$ cat src/verilog/dmcr_consts.vh
// Constants for the converter mode-control register bank
`ifndef DMCR_CONSTS_VH
`define DMCR_CONSTS_VH

`define DMCR_IDX_W          7
`define DMCR_IDX_R18        7'h12
`define DMCR_IDX_R19        7'h13
`define DMCR_IDX_R20        7'h14
`define DMCR_IDX_R21        7'h15

`define DMCR_R18_RST        8'h50
`define DMCR_R19_RST        8'h00
`define DMCR_R20_RST        8'h00
`define DMCR_R21_RST        8'h01

`define DMCR_R18_WMASK      8'hff
`define DMCR_R19_WMASK      8'hf7
`define DMCR_R20_WMASK      8'h3f
`define DMCR_R21_WMASK      8'h07
`define DMCR_R20_RDMASK     8'h3f

// Register 18 fields
`define DMCR_MUTE_BIT       0
`define DMCR_DEEN_BIT       1
`define DMCR_DMF_LSB        2
// Register 19 fields
`define DMCR_ZHM_BIT        0
`define DMCR_ROLL_BIT       1
`define DMCR_BSTR_BIT       2
`define DMCR_ODIS_BIT       4
`define DMCR_ATS_LSB        5
`define DMCR_REV_BIT        7
// Register 20 fields
`define DMCR_OS_LSB         0
`define DMCR_CHSEL_BIT      2
`define DMCR_SINGLE_CHANNEL_MODE_BIT       3
`define DMCR_BYP_BIT        4
`define DMCR_DS_BIT         5
`define DMCR_SOFT_SYSTEM_RESET_BIT       6

`define DMCR_OS_X64         2'h0
`define DMCR_OS_X32         2'h1
`define DMCR_OS_X128        2'h2
`define DMCR_OS_RSVD        2'h3

`define DMCR_ATT_MAX        8'hff
`define DMCR_ATT_ZERO       8'h00
`define DMCR_STEP_CNT_W     3

`endif

$ cat src/verilog/dmcr_bank.v
// Mode-control register bank: serial control words, mode outputs
`timescale 1ns/1ps
`include "dmcr_consts.vh"
//
// Operation
// - De-emphasis rate: none, 48, 44.1, 32 kHz
// - Direct-stream mode reuses rate as FIR setting
// - De-emphasis enable applies to both channels
// - Soft mute ramps down, clearing ramps up
// - Soft mute is 256-step attenuation ramp
// - Phase invert flips polarity both channels
// - Step every 1, 2, 4, 8 word clocks
// - Output disable forces bipolar zero level
// - Bypass stereo bit picks single_channel_mode or L/R inputs
// - Rolloff bit: sharp zero, slow one
// - Zero-hold mute holds zero on both-zero once fully muted
// - Zero-hold mute inactive in direct-stream mode
// - System reset write-only, one reset pulse
// - Direct-stream bit selects one-bit input
// - Filter bypass takes external filter data
// - Monaural drives both converters balanced
// - Channel pick matters only in monaural
// - Oversampling 64, 32, 128, reserved
// - Direct-stream mode reuses oversampling as bitclock
// - Top bit zero writes, one reads
// - Word: direction, index, eight data bits
// - Step rate counted in word-clock periods
module dmcr_bank (
	input  wire       core_clk,            // 50 MHz system clock
	input  wire       arst_n,              // Async reset, active low
	input  wire       clk_en,              // Clock enable, freezes state
	input  wire       cw_valid,            // Control word strobe, one cycle
	input  wire [15:0] cw_word,            // Control word from serial port
	input  wire       word_clock,          // Audio word clock, sampled
	input  wire       zero_left,           // Left channel zero detected
	input  wire       zero_right,          // Right channel zero detected
	output reg  [7:0] rd_data_ff,          // Read data
	output reg        rd_valid_ff,         // Read data valid pulse
	output reg  [1:0] deemph_rate_sel,     // De-emphasis rate or FIR perf
	output reg        deemph_enable,       // De-emphasis on
	output reg        deemph_active_ff,    // PCM de-emphasis in force
	output reg  [1:0] fir_perf_sel_ff,     // Stream-mode FIR setting
	output reg        phase_invert,        // Output polarity inverted
	output reg  [1:0] atten_step_rate,     // Attenuation step rate
	output reg        output_disable,      // Outputs forced to zero
	output reg        bypass_stereo_sel,   // Bypass: separate L/R inputs
	output reg        rolloff_sel,         // Slow rolloff when high
	output reg        zero_hold_mute_en,   // Zero-hold mute enable
	output reg        filter_bypass_en,    // External filter mode
	output reg        single_channel_mode, // Monaural mode
	output reg        channel_pick,        // Monaural channel, right high
	output reg  [1:0] modulator_rate_sel,  // Oversampling or bitclock code
	output reg        stream_mode_ff,      // Direct-stream input active
	output reg        bipolar_zero_level,  // Force outputs to mid level
	output reg        single_channel_mode_right_src_ff,   // Monaural source is right
	output reg  [7:0] mute_gain_ff,        // Soft mute gain
	output reg        soft_system_reset,   // Internal reset pulse
	output reg        os_reserved_ff       // Reserved oversampling code
);
	// Shadow registers written by the host
	reg  [7:0] r18_ff;
	reg  [7:0] r19_ff;
	reg  [7:0] r20_ff;
	reg  [7:0] r21_ff;
	reg        wclk_d_ff;
	reg        soft_system_reset_req_ff;
	wire       word_tick;
	wire       wr_req;
	wire       rd_req;
	wire [6:0] idx;
	wire [7:0] wdat;
	wire       step;
	wire [7:0] gain;
	wire       muted;
	reg  [7:0] nxt_rd;

	function [7:0] merge;
		input [7:0] old;
		input [7:0] new_val;
		input [7:0] mask;
		begin
			merge = (old & ~mask) | (new_val & mask);
		end
	endfunction

	assign idx       = cw_word[14:8];
	assign wdat      = cw_word[7:0];
	assign wr_req    = cw_valid && !cw_word[15];
	assign rd_req    = cw_valid && cw_word[15];
	assign word_tick = word_clock && !wclk_d_ff;

	always @* begin
		case (idx)
			`DMCR_IDX_R18: nxt_rd = r18_ff;
			`DMCR_IDX_R19: nxt_rd = r19_ff & `DMCR_R19_WMASK;
			`DMCR_IDX_R20: nxt_rd = r20_ff & `DMCR_R20_RDMASK;
			`DMCR_IDX_R21: nxt_rd = r21_ff & `DMCR_R21_WMASK;
			default:       nxt_rd = 8'h00;
		endcase
	end

	// Host writes and reads
	always @(posedge core_clk or negedge arst_n) begin
		if (!arst_n) begin
			r18_ff      <= `DMCR_R18_RST;
			r19_ff      <= `DMCR_R19_RST;
			r20_ff      <= `DMCR_R20_RST;
			r21_ff      <= `DMCR_R21_RST;
			rd_data_ff  <= 8'h00;
			rd_valid_ff <= 1'b0;
			soft_system_reset_req_ff <= 1'b0;
			wclk_d_ff   <= 1'b0;
		end else if (clk_en) begin
			wclk_d_ff   <= word_clock;
			rd_valid_ff <= rd_req;
			if (rd_req)
				rd_data_ff <= nxt_rd;
			// Set wins, so an SOFT_SYSTEM_RESET write landing on the pulse is not lost
			if (wr_req && idx == `DMCR_IDX_R20 && wdat[`DMCR_SOFT_SYSTEM_RESET_BIT])
				soft_system_reset_req_ff <= 1'b1;
			else if (soft_system_reset)
				soft_system_reset_req_ff <= 1'b0;
			if (soft_system_reset) begin
				r18_ff <= `DMCR_R18_RST;
				r19_ff <= `DMCR_R19_RST;
				r20_ff <= `DMCR_R20_RST;
				r21_ff <= `DMCR_R21_RST;
			end else if (wr_req) begin
				case (idx)
					`DMCR_IDX_R18: r18_ff <= merge(r18_ff, wdat, `DMCR_R18_WMASK);
					`DMCR_IDX_R19: r19_ff <= merge(r19_ff, wdat, `DMCR_R19_WMASK);
					`DMCR_IDX_R20: r20_ff <= merge(r20_ff, wdat, `DMCR_R20_WMASK);
					`DMCR_IDX_R21: r21_ff <= merge(r21_ff, wdat, `DMCR_R21_WMASK);
					default:       r18_ff <= r18_ff;
				endcase
			end
		end
	end

	// One-cycle internal reset pulse
	always @(posedge core_clk or negedge arst_n) begin
		if (!arst_n)
			soft_system_reset <= 1'b0;
		else if (clk_en)
			soft_system_reset <= soft_system_reset_req_ff && !soft_system_reset;
	end

	// Audio-side copies change only on a word-clock rising edge or a soft reset pulse, so a sample
	// never sees half of a multi-field update.
	always @(posedge core_clk or negedge arst_n) begin
		if (!arst_n) begin
			deemph_rate_sel     <= 2'h0;
			deemph_enable       <= 1'b0;
			deemph_active_ff    <= 1'b0;
			fir_perf_sel_ff     <= 2'h0;
			phase_invert        <= 1'b0;
			atten_step_rate     <= 2'h0;
			output_disable      <= 1'b0;
			bypass_stereo_sel   <= 1'b0;
			rolloff_sel         <= 1'b0;
			zero_hold_mute_en   <= 1'b0;
			filter_bypass_en    <= 1'b0;
			single_channel_mode <= 1'b0;
			channel_pick        <= 1'b0;
			modulator_rate_sel  <= `DMCR_OS_X64;
			stream_mode_ff      <= 1'b0;
			single_channel_mode_right_src_ff   <= 1'b0;
			os_reserved_ff      <= 1'b0;
		end else if (clk_en) begin
			if (soft_system_reset) begin
				deemph_rate_sel     <= 2'h0;
				deemph_enable       <= 1'b0;
				deemph_active_ff    <= 1'b0;
				fir_perf_sel_ff     <= 2'h0;
				phase_invert        <= 1'b0;
				atten_step_rate     <= 2'h0;
				output_disable      <= 1'b0;
				bypass_stereo_sel   <= 1'b0;
				rolloff_sel         <= 1'b0;
				zero_hold_mute_en   <= 1'b0;
				filter_bypass_en    <= 1'b0;
				single_channel_mode <= 1'b0;
				channel_pick        <= 1'b0;
				modulator_rate_sel  <= `DMCR_OS_X64;
				stream_mode_ff      <= 1'b0;
				single_channel_mode_right_src_ff   <= 1'b0;
				os_reserved_ff      <= 1'b0;
			end else if (word_tick) begin
				deemph_rate_sel     <= r18_ff[`DMCR_DMF_LSB+1:`DMCR_DMF_LSB];
				deemph_enable       <= r18_ff[`DMCR_DEEN_BIT];
				deemph_active_ff    <= r18_ff[`DMCR_DEEN_BIT] && !r20_ff[`DMCR_DS_BIT]
					&& (r18_ff[`DMCR_DMF_LSB+1:`DMCR_DMF_LSB] != 2'h0);
				fir_perf_sel_ff     <= r20_ff[`DMCR_DS_BIT] ?
					r18_ff[`DMCR_DMF_LSB+1:`DMCR_DMF_LSB] : 2'h0;
				phase_invert        <= r19_ff[`DMCR_REV_BIT];
				atten_step_rate     <= r19_ff[`DMCR_ATS_LSB+1:`DMCR_ATS_LSB];
				output_disable      <= r19_ff[`DMCR_ODIS_BIT];
				bypass_stereo_sel   <= r19_ff[`DMCR_BSTR_BIT];
				rolloff_sel         <= r19_ff[`DMCR_ROLL_BIT];
				zero_hold_mute_en   <= r19_ff[`DMCR_ZHM_BIT];
				filter_bypass_en    <= r20_ff[`DMCR_BYP_BIT];
				single_channel_mode <= r20_ff[`DMCR_SINGLE_CHANNEL_MODE_BIT];
				channel_pick        <= r20_ff[`DMCR_CHSEL_BIT];
				single_channel_mode_right_src_ff   <= r20_ff[`DMCR_SINGLE_CHANNEL_MODE_BIT] && r20_ff[`DMCR_CHSEL_BIT];
				modulator_rate_sel  <= r20_ff[`DMCR_OS_LSB+1:`DMCR_OS_LSB];
				stream_mode_ff      <= r20_ff[`DMCR_DS_BIT];
				// Host must keep 128x off above 100 kHz; not checked here
				os_reserved_ff      <= r20_ff[`DMCR_OS_LSB+1:`DMCR_OS_LSB] == `DMCR_OS_RSVD;
			end
		end
	end

	dmcr_rate_div u_rate_div (
		.core_clk  (core_clk),
		.arst_n    (arst_n),
		.clk_en    (clk_en),
		.sys_rst   (soft_system_reset),
		.word_tick (word_tick),
		.rate_sel  (atten_step_rate),
		.step_ff   (step)
	);

	dmcr_mute_ramp u_mute_ramp (
		.core_clk (core_clk),
		.arst_n   (arst_n),
		.clk_en   (clk_en),
		.sys_rst  (soft_system_reset),
		.mute_req (r18_ff[`DMCR_MUTE_BIT]),
		.step     (step),
		.gain_ff  (gain),
		.muted_ff (muted)
	);

	// Outputs re-registered so each leaves from a flip-flop
	always @(posedge core_clk or negedge arst_n) begin
		if (!arst_n) begin
			mute_gain_ff       <= `DMCR_ATT_MAX;
			bipolar_zero_level <= 1'b0;
		end else if (clk_en) begin
			mute_gain_ff       <= gain;
			bipolar_zero_level <= output_disable
				|| (zero_hold_mute_en && !stream_mode_ff
					&& zero_left && zero_right && muted);
		end
	end
endmodule // dmcr_bank

$ cat src/verilog/dmcr_mute_ramp.v
// 256-step soft mute attenuation ramp
`timescale 1ns/1ps
`include "dmcr_consts.vh"
module dmcr_mute_ramp (
	input  wire       core_clk,     // System clock
	input  wire       arst_n,       // Async reset, active low
	input  wire       clk_en,       // Clock enable
	input  wire       sys_rst,      // Soft system reset pulse
	input  wire       mute_req,     // Soft mute target
	input  wire       step,         // Ramp step pulse
	output reg  [7:0] gain_ff,      // Mute ramp gain, ff = unity
	output reg        muted_ff      // Fully muted
);
	always @(posedge core_clk or negedge arst_n) begin
		if (!arst_n) begin
			gain_ff  <= `DMCR_ATT_MAX;
			muted_ff <= 1'b0;
		end else if (clk_en) begin
			if (sys_rst) begin
				gain_ff  <= `DMCR_ATT_MAX;
				muted_ff <= 1'b0;
			end else begin
				if (step && mute_req && gain_ff != `DMCR_ATT_ZERO)
					gain_ff <= gain_ff - 8'h01;
				else if (step && !mute_req && gain_ff != `DMCR_ATT_MAX)
					gain_ff <= gain_ff + 8'h01;
				muted_ff <= (gain_ff == `DMCR_ATT_ZERO);
			end
		end
	end
endmodule // dmcr_mute_ramp

$ cat src/verilog/dmcr_rate_div.v
// Word-clock step divider for attenuation ramp timing
`timescale 1ns/1ps
`include "dmcr_consts.vh"
module dmcr_rate_div (
	input  wire       core_clk,     // System clock
	input  wire       arst_n,       // Async reset, active low
	input  wire       clk_en,       // Clock enable
	input  wire       sys_rst,      // Soft system reset pulse
	input  wire       word_tick,    // One pulse per sample period
	input  wire [1:0] rate_sel,     // Step rate code
	output reg        step_ff       // Step pulse
);
	reg  [`DMCR_STEP_CNT_W-1:0] cnt_ff;
	wire [`DMCR_STEP_CNT_W-1:0] lim;

	assign lim = (3'h1 << rate_sel) - 3'h1;

	always @(posedge core_clk or negedge arst_n) begin
		if (!arst_n) begin
			cnt_ff  <= 3'h0;
			step_ff <= 1'b0;
		end else if (clk_en) begin
			step_ff <= 1'b0;
			if (sys_rst) begin
				cnt_ff <= 3'h0;
			end else if (word_tick) begin
				if (cnt_ff >= lim) begin
					cnt_ff  <= 3'h0;
					step_ff <= 1'b1;
				end else begin
					cnt_ff <= cnt_ff + 3'h1;
				end
			end
		end
	end
endmodule // dmcr_rate_div
$ cat config.mk
export PLATFORM = sky130hd
export DESIGN_NAME = dmcr_bank
export DESIGN_NICKNAME = d
export VERILOG_FILES = /design/src/verilog/dmcr_bank.v /design/src/verilog/dmcr_mute_ramp.v /design/src/verilog/dmcr_rate_div.v
export VERILOG_INCLUDE_DIRS = /design/src /design/src/verilog
export SDC_FILE = /design/constraint.sdc
export NUM_CORES = 1
export LEC_CHECK = 0
export BUFFER_PORTS_ARGS = -buffer_cell sky130_fd_sc_hd__buf_4
export CORE_MARGIN = 8
export CORE_UTILIZATION = 61
export DETAILED_ROUTE_END_ITERATION = 8
export PLACE_DENSITY_LB_ADDON = 0.12
export RECOVER_POWER = 100
export SLEW_MARGIN = 25
export SYNTH_ARGS = -nofsm -noshare
export SYNTH_HDL_FRONTEND = slang
export SYNTH_SLANG_ARGS = --single-unit
$ cat constraint.sdc
create_clock -name core_clk -period 6.7 [get_ports core_clk]
set_input_delay 1.005 -clock core_clk [delete_from_list [all_inputs] [get_ports core_clk]]
set_output_delay 1.005 -clock core_clk [all_outputs]
set_load 0.03 [all_outputs]
==> results of run 1 <==
## power breakdown
group / switching, mW / internal [mW] / leakage (nW) / total [mW]
Sequential: 0.110 / 0.594 / 0.868 / 0.704
Clock: 0.169 / 0.202 / 0.109 / 0.371
Combinational: 0.266 / 0.143 / 1.14 / 0.408
Total: 0.545 / 0.939 / 2.11 / 1.48
## sequential cells by signal, summed over array words and instances (netlist names), 2 cells and up
signal / flops
u_mute_ramp.gain_ff: 8
mute_gain_ff: 8
r19_ff: 7
deemph_rate_sel: 2
u_rate_div.cnt_ff: 3
r21_ff: 3
modulator_rate_sel: 2
atten_step_rate: 2
rd_data_ff: 8
r20_ff: 6
r18_ff: 8
fir_perf_sel_ff: 2
## worst min-delay path: cells and delay by family, from the launching register on
family	cells	cell delay, ns
AO/OA/AOI/OAI	1	0.06
AND/OR/NAND/NOR	1	0.04
flip-flops	1	0.34
## cells by family after synthesis
logic type                 share of synthesized area (%)
adders and majority gates                           1.60
AOI/OAI and AO/OA                                   18.7
xor gates and xnor gates                           0.223
DFF                                                 51.0
muxes                                               10.0
and+or+nand+nor                                     12.5
buffers and inverters                               5.93
## worst max path at each step
stage / start / endpoint / slack [ns]
finish: clk_en / deemph_active_ff / 2.77
global route: clk_en / deemph_active_ff / 2.51
CTS: u_mute_ramp.gain_ff[2] / u_mute_ramp.gain_ff[6] / 4.08
detailed placement: clk_en / deemph_active_ff / 3.81
global placement: cw_word[11] / r18_ff[3] / 3.91
floorplan: cw_word[11] / r18_ff[0] / 4.35
## layout make-up
type | count | area share, %
Clock buffer | 13 | 3.82
Clock inverter | 3 | 0.906
Inverter | 30 | 2.55
Multi-Input combinational cell | 247 | 38.1
Sequential cell | 79 | 45.3
Tap cell | 77 | 2.18
Timing Repair Buffer | 63 | 7.22
## through the flow
stage | util (%) | std cells | worst slack (ns)
after floorplan | - | 383 | 4.35
after global placement | 69.6 | 496 | 3.91
after detailed placement | 69.6 | 496 | 3.81
after CTS | 73.0 | 512 | 4.08
after global routing | 70.4 | 512 | 2.51
final | 70.4 | 512 | 2.77
## synthesized netlist by cell type, types with 3 or more instances
library cell	number	area [um2]
inv_1	30	113
nor3_1	4	20.0
nand4_1	7	43.8
buf_2	8	40.0
a211oi_1	4	30.0
o311a_1	3	30.0
mux2_2	10	113
a22oi_1	6	45.0
nand2_1	35	131
ha_1	5	62.6
a21oi_1	10	50.1
o21a_1	3	22.5
mux2i_1	28	280
dfstp_2	19	499
nor2b_1	4	25.0
nor2_1	15	56.3
o21ai_0	29	145
o22ai_1	22	138
clkbuf_1	16	60.1
a21o_1	4	30.0
nand3_1	8	40.0
a32o_1	6	60.1
dfrtp_1	60	1500
## routing by layer
metal / track usage [%] / part of all wire, % / vias to the layer above
met2: 31.2 / 44 / 144
met4: 9.60 / 1.9 / 0
li1: - / - / 1485
met3: 4.84 / 8.1 / 16
met1: 31.7 / 46 / 1607
met5: 0 / 0 / -
==> flow_summary.json, run 1 <==
{
  "hold_class": "flip-flop to flip-flop",
  "drt-initial-drc-count": 266,
  "synth_seq_cells": 79,
  "violations": "capacitance limit, slew limit",
  "hold_path_depth": 2,
  "die_w_um": 96.2,
  "syn_inst": 383,
  "power.density_nw_per_um2": 336,
  "ys_seq_area_share_pct": 51.0,
  "antenna_cells": 0,
  "min_period_over_period_pct": 58.6,
  "synthArstFlopShare_pct": 100,
  "reg2reg_setup_slack_ns": 4.01,
  "crit_slowest_cell": "clkbuf_1",
  "critPathArrivalTime_ns": 4.17,
  "htree_levels": 3,
  "maxSlewHeadroom_pct": -55.0,
  "cts_sinks": 79,
  "via_per_inst": 6.35,
  "cpLargestDelayFamily": "buffers and inverters",
  "track_usage_pct": 22.1,
  "wl_per_cell_um": 18.8,
  "ant_nets": 0,
  "path_clk_slew_ns": 0.08,
  "area_delta_synth_final_pct": 12.7,
  "die_y_um": 96.2,
  "fin_crit_ns": 3.93,
  "wirelength_mm": 9.63,
  "synth.distinct_cells": 57,
  "drc_errors": 0,
  "start_util_pct": 62.5,
  "cts_root_buf": "clkbuf_8",
  "status": "complete, but fails checks",
  "power_mw": 1.48,
  "worstHoldStart": "deemph_enable",
  "fin_setup_tns_ns": 0,
  "cp.required_ns": 6.94,
  "finalSetupViolations": 0,
  "vias": 3252,
  "grt_pass1_vias": 3165,
  "cts_hold_buf": 0,
  "io_buffers": 62,
  "crit_buf_inv": 2,
  "post_cts_resized": 0,
  "place_area_um2": 4370,
  "worst_hold_path.endpoint": "deemph_enable",
  "postSynthAreaPerCell_um2": 10.2,
  "finalClockSkew_ns": 0.0122,
  "cts_tree": "done",
  "r2r_cells": 8,
  "placement_rows": 29,
  "design_area_um2": 4420,
  "path_class": "input port to flip-flop",
  "fp.dieArea_um2": 9250,
  "overflow": 0,
  "drv_slew": 53,
  "hold_viol_final": 0,
  "mostFrequentLayoutCell": "dfrtp_1",
  "rr_startpoint": "u_mute_ramp.gain_ff[2]",
  "grt_max_degree": 80,
  "cts_buffer_depth": 2,
  "antenna_found_initial": 0,
  "synth_edf_count": 0,
  "yosys_most_used_dff": "dfrtp_1",
  "drive_gt1_share_pct": 16.6,
  "multiInputGateArea_um2": 1680,
  "most-common-layout-cells": "dfrtp_1 (60), clkbuf_1 (43), nand2_1 (37)",
  "grt_pass1_wl_mm": 16.0,
  "fmax_ghz": 0.255,
  "cap_violations": 1,
  "ys_warn_count": 0,
  "fill_cells": 516,
  "cp_max_fo": 52,
  "worstMarginPinSlew_ns": 2.32,
  "r2r_end": "u_mute_ramp.gain_ff[6]",
  "first_pass_iters": 5,
  "rsz0062_at_grt": "false",
  "hold_ws_ns": 0.479,
  "hpwl_mm": 6.68,
  "endpoint_kind": "flip-flop",
  "vdd_ir_drop_max_uv": 213,
  "routabilityCongestion": 0.889,
  "leakage_nw": 2.11,
  "critPathLaunchType": "input port",
  "clk-insertion-delay-late_ns": 0.35,
  "core_area_um2": 6280,
  "io_pins": 63,
  "crit_chain": "clkbuf_1 > nor2b_1 > and2_0 > inv_1 > o41ai_1",
  "cts_setup_buffers": 0,
  "cp_slowest_stage_delay_ns": 1.63,
  "synth_nets": 411,
  "netlist_area_um2": 3920,
  "cp_num_cells": 5,
  "nNetsFinal": 458,
  "ff_latch_area_um2": 2000,
  "cts_inserted_buffers": 9
}
Note: power is estimated with default switching activity, not from simulation.
==> inputs of run 2 (changes only) <==
--- a/config.mk
+++ b/config.mk
@@ -8,7 +8,7 @@
 export LEC_CHECK = 0
 export BUFFER_PORTS_ARGS = -buffer_cell sky130_fd_sc_hd__buf_4
 export CORE_MARGIN = 8
-export CORE_UTILIZATION = 61
+export CORE_UTILIZATION = 51
 export DETAILED_ROUTE_END_ITERATION = 8
 export PLACE_DENSITY_LB_ADDON = 0.12
 export RECOVER_POWER = 100
==> constraint.sdc (replaced) <==
create_clock -name core_clk -period 3.4 [get_ports core_clk]
set_input_delay 0.51 -clock core_clk [delete_from_list [all_inputs] [get_ports core_clk]]
set_output_delay 0.51 -clock core_clk [all_outputs]
set_load 0.03 [all_outputs]
==> flow_summary.json, run 2 (synthesized netlist as in run 1, its figures left out) <==
{
  "cp_num_cells": 5,
  "nNetsFinal": 460,
  "crit_slowest_cell": "clkbuf_1",
  "start_util_pct": 51.5,
  "rsz0062_at_grt": "false",
  "worstMarginPinSlew_ns": 1.92,
  "area_delta_synth_final_pct": 13.3,
  "cp-endpoint": "deemph_active_ff",
  "hold_class": "input port to flip-flop",
  "hold_viol_final": 0,
  "antenna_cells": 0,
  "finalSetupViolations": 0,
  "hpwl_mm": 6.79,
  "die_y_um": 104,
  "endpoint_kind": "flip-flop",
  "path_clk_slew_ns": 0.08,
  "r2r_end": "u_mute_ramp.gain_ff[6]",
  "clk-insertion-delay-late_ns": 0.35,
  "ant_nets": 0,
  "post_cts_resized": 0,
  "finalClockSkew_ns": 0.0116,
  "vias": 3145,
  "fill_cells": 712,
  "placement_rows": 32,
  "cts_setup_buffers": 0,
  "hold_path_depth": 2,
  "cp_slowest_stage_delay_ns": 1.03,
  "drv_slew": 80,
  "fin_crit_ns": 2.80,
  "grt_max_degree": 80,
  "cts_root_buf": "clkbuf_8",
  "crit_buf_inv": 2,
  "critPathArrivalTime_ns": 3.03,
  "wirelength_mm": 9.64,
  "reg2reg_setup_slack_ns": 0.89,
  "most-common-layout-cells": "dfrtp_1 (60), clkbuf_1 (42), nand2_1 (37)",
  "overflow": 0,
  "power.density_nw_per_um2": 651,
  "htree_levels": 3,
  "min_period_over_period_pct": 82.3,
  "violations": "capacitance limit, slew limit",
  "cp_max_fo": 30,
  "drt-initial-drc-count": 284,
  "hold_ws_ns": 0.401,
  "status": "complete, but fails checks",
  "cts_inserted_buffers": 9,
  "cts_hold_buf": 0,
  "core_area_um2": 7610,
  "ff_latch_area_um2": 2000,
  "cts_buffer_depth": 2,
  "grt_pass1_vias": 3043,
  "drc_errors": 0,
  "track_usage_pct": 18.0,
  "wl_per_cell_um": 17.9,
  "cap_violations": 1,
  "path_class": "input port to flip-flop",
  "vdd_ir_drop_max_uv": 368,
  "worstSetupStartpoint": "clk_en",
  "fp.dieArea_um2": 10800,
  "leakage_nw": 2.12,
  "io_pins": 63,
  "mostFrequentLayoutCell": "dfrtp_1",
  "via_per_inst": 5.83,
  "routabilityCongestion": 0.814,
  "rr_startpoint": "u_mute_ramp.gain_ff[2]",
  "final_util_pct": 58.4,
  "first_pass_iters": 5,
  "crit_chain": "clkbuf_1 > nor2b_1 > and2_1 > inv_1 > o41ai_1",
  "fmax_ghz": 0.357,
  "antenna_found_initial": 0,
  "maxSlewHeadroom_pct": -28.0,
  "cts_sinks": 79,
  "grt_pass1_wl_mm": 16.0,
  "critPathLaunchType": "input port",
  "cpLargestDelayFamily": "buffers and inverters",
  "cts_tree": "done",
  "io_buffers": 62,
  "r2r_cells": 8,
  "multiInputGateArea_um2": 1670,
  "cp.required_ns": 3.63,
  "drive_gt1_share_pct": 16.9,
  "fin_setup_tns_ns": 0,
  "die_w_um": 104
}
-- run 2: routing by layer --
metal	GRT usage [%]	part of all wire, %	vias up
met4	6.20	1.5	0
met5	0	0	-
met3	4.77	7.0	14
met2	25.3	42	117
li1	-	-	1486
met1	25.9	49	1528
-- run 2: power by group --
| part | total, mW | switching, mW | internal [mW] |
|---|---|---|---|
| logic | 0.793 | 0.513 | 0.279 |
| clock network | 0.719 | 0.369 | 0.350 |
| registers | 1.38 | 0.210 | 1.17 |
-- run 2: final cells by class --
class / count / share of cell area (%)
clock buffers: 9 / 2.79
clock inverters: 7 / 1.75
multi-input cells: 247 / 37.6
flip-flops and latches: 79 / 45.0
repair buffers: 65 / 7.38
well taps: 102 / 2.87
inverters: 30 / 2.54
-- run 2: worst min-delay path by stage --
stage,start,to,slack (ns)
after floorplan,arst_n,atten_step_rate[0],0.21
after global placement,mute_gain_ff[0],mute_gain_ff[0],0.46
after detailed placement,mute_gain_ff[0],mute_gain_ff[0],0.46
after CTS,arst_n,filter_bypass_en,0.35
after global routing,word_clock,wclk_d_ff,0.40
final,word_clock,wclk_d_ff,0.40
-- run 2: per-stage QoR --
step	power (mW)	std cells	setup slack, ns	instance area [um2]
5_1_grt	3.06	539	0.362	4440
2_1_floorplan	1.97	383	1.20	3920
4_1_cts	3.00	539	0.928	4620
3_5_place_dp	2.28	523	0.959	4420
6_report	2.89	539	0.600	4440
3_3_place_gp	2.26	523	1.08	4420
==> inputs of run 3 (changes only) <==
--- a/config.mk
+++ b/config.mk
@@ -8,7 +8,7 @@
 export LEC_CHECK = 0
 export BUFFER_PORTS_ARGS = -buffer_cell sky130_fd_sc_hd__buf_4
 export CORE_MARGIN = 8
-export CORE_UTILIZATION = 51
+export CORE_UTILIZATION = 56
 export DETAILED_ROUTE_END_ITERATION = 8
 export PLACE_DENSITY_LB_ADDON = 0.12
 export RECOVER_POWER = 100
==> constraint.sdc (replaced) <==
create_clock -name core_clk -period 2.79 [get_ports core_clk]
set_input_delay 0.4185 -clock core_clk [delete_from_list [all_inputs] [get_ports core_clk]]
set_output_delay 0.4185 -clock core_clk [all_outputs]
set_load 0.03 [all_outputs]
==> flow_summary.json, run 3 (synthesized netlist as in run 1, its figures left out) <==
{
  "dr_wl_met2_mm": 4.55,
  "die_w_um": 99.7,
  "status": "complete, but fails checks",
  "cp-endpoint": "u_mute_ramp.gain_ff[6]",
  "hpwl_mm": 6.96,
  "wl_per_cell_um": 18.1,
  "nNetsFinal": 465,
  "ant_nets": 0,
  "cts_inserted_buffers": 9,
  "violations": "capacitance limit, slew limit",
  "io_buffers": 62,
  "r2r_cells": 5,
  "leakage_nw": 2.13,
  "cp_max_fo": 15,
  "cts_root_buf": "clkbuf_8",
  "finalWorstSetupSlack_ns": 0.305,
  "fp.dieArea_um2": 9940,
  "antenna_found_initial": 0,
  "hold_viol_final": 0,
  "path_clk_slew_ns": 0.08,
  "wl_met3_um": 670,
  "cap_violations": 1,
  "routabilityCongestion": 0.860,
  "ff_latch_area_um2": 2000,
  "drt-initial-drc-count": 198,
  "cts_tree": "done",
  "die_y_um": 99.7,
  "area_delta_synth_final_pct": 13.7,
  "grt_max_degree": 80,
  "io_pins": 63,
  "endpoint_kind": "flip-flop",
  "finalClockSkew_ns": 0.0129,
  "multiInputGateArea_um2": 1660,
  "most-common-layout-cells": "dfrtp_1 (60), clkbuf_1 (44), nand2_1 (37)",
  "grt_pass1_wl_mm": 16.1,
  "dp_slack_ns": 0.406,
  "clk-insertion-delay-late_ns": 0.36,
  "fin_setup_tns_ns": 0,
  "critPathLaunchType": "flip-flop",
  "drive_gt1_share_pct": 16.7,
  "drc_errors": 0,
  "min_period_over_period_pct": 89.1,
  "worstMarginPinSlew_ns": 1.93,
  "power.density_nw_per_um2": 790,
  "rsz0062_at_grt": "false",
  "finalSetupViolations": 0,
  "reg2reg_setup_slack_ns": 0.31,
  "rr_startpoint": "u_mute_ramp.gain_ff[3]",
  "top_layer_used": "met4",
  "fmax_ghz": 0.402,
  "via_per_inst": 6.00,
  "fill_cells": 601,
  "htree_levels": 3,
  "cts_sinks": 79,
  "met1_length_mm": 4.38,
  "maxSlewHeadroom_pct": -28.7,
  "start_util_pct": 57.7,
  "worstSetupStartpoint": "u_mute_ramp.gain_ff[3]",
  "path_class": "flip-flop to flip-flop",
  "wirelength_mm": 9.72,
  "hold_class": "input port to flip-flop",
  "critPathArrivalTime_ns": 2.76,
  "r2r_end": "u_mute_ramp.gain_ff[6]",
  "grt_pass1_vias": 3130,
  "drv_slew": 80,
  "dp.cells": 522,
  "finalNonFillerCells": 538,
  "first_pass_iters": 5,
  "mostFrequentLayoutCell": "dfrtp_1",
  "cts_setup_buffers": 0,
  "cts_hold_buf": 0,
  "vias": 3227,
  "cts_buffer_depth": 2,
  "core_area_um2": 6790,
  "post_cts_resized": 0,
  "vdd_ir_drop_max_uv": 388,
  "fin_crit_ns": 2.48,
  "track_usage_pct": 20.2,
  "cp.required_ns": 3.06,
  "overflow": 0,
  "antenna_cells": 0,
  "placement_rows": 30
}
run 3: cell types whose count changed in the layout (fill, tap and decap cells not counted), sizes merged:
| cell | before | now |
|---|---|---|
| clkinv | 2 | 3 |
| clkbuf | 52 | 55 |
| buf | 22 | 25 |
| inv | 34 | 31 |
| clkinvlp | 0 | 1 |
run 3: worst min path at each step:
| stage | start | endpoint | slack, ns | depth (start not counted) |
|---|---|---|---|---|
| CTS | arst_n | rd_data_ff[2] | 0.26 | 1 |
| global route | word_clock | wclk_d_ff | 0.30 | 2 |
| finish | word_clock | wclk_d_ff | 0.31 | 2 |
| detailed placement | rd_data_ff[0] | rd_data_ff[0] | 0.47 | 1 |
| floorplan | arst_n | atten_step_rate[0] | 0.12 | 0 |
| global placement | rd_data_ff[0] | rd_data_ff[0] | 0.46 | 1 |
run 3: worst max-delay path, cell delays in order (launching register included):
cell and delay [ns]:
dfstp_2 0.45, or4_1 0.64, nor3_1 0.41, o21ai_0 0.37, and2_0 0.35, o32a_1 0.20
run 3: per-stage QoR:
step | hold WS [ns] | instance area, um2 | total power [mW] | utilization, %
after detailed placement | 0.469 | 4450 | 2.79 | 65.5
after CTS | 0.259 | 4650 | 3.67 | 68.5
after global placement | 0.464 | 4450 | 2.76 | 65.5
after global routing | 0.297 | 4460 | 3.73 | 65.6
after floorplan | 0.123 | 3920 | 2.40 | -
final | 0.311 | 4460 | 3.52 | 65.6
run 3: routing by layer:
metal / global-route usage [%] / vias up
met3: 5.59 / 10
met5: 0 / -
met2: 29.3 / 114
li1: - / 1492
met1: 28.0 / 1611
met4: 6.87 / 0
run 3: where the power goes:
part,internal [mW],leakage [nW],switching [mW]
Sequential,1.43,0.868,0.242
Clock,0.442,0.103,0.440
Combinational,0.341,1.16,0.632
run 3: layout make-up:
cell class | count | share of cell area (%)
Clock buffer | 10 | 3.09
Clock inverter | 6 | 1.54
Inverter | 30 | 2.53
Multi-Input combinational cell | 247 | 37.3
Sequential cell | 79 | 44.9
Tap cell | 96 | 2.69
Timing Repair Buffer | 70 | 8.02
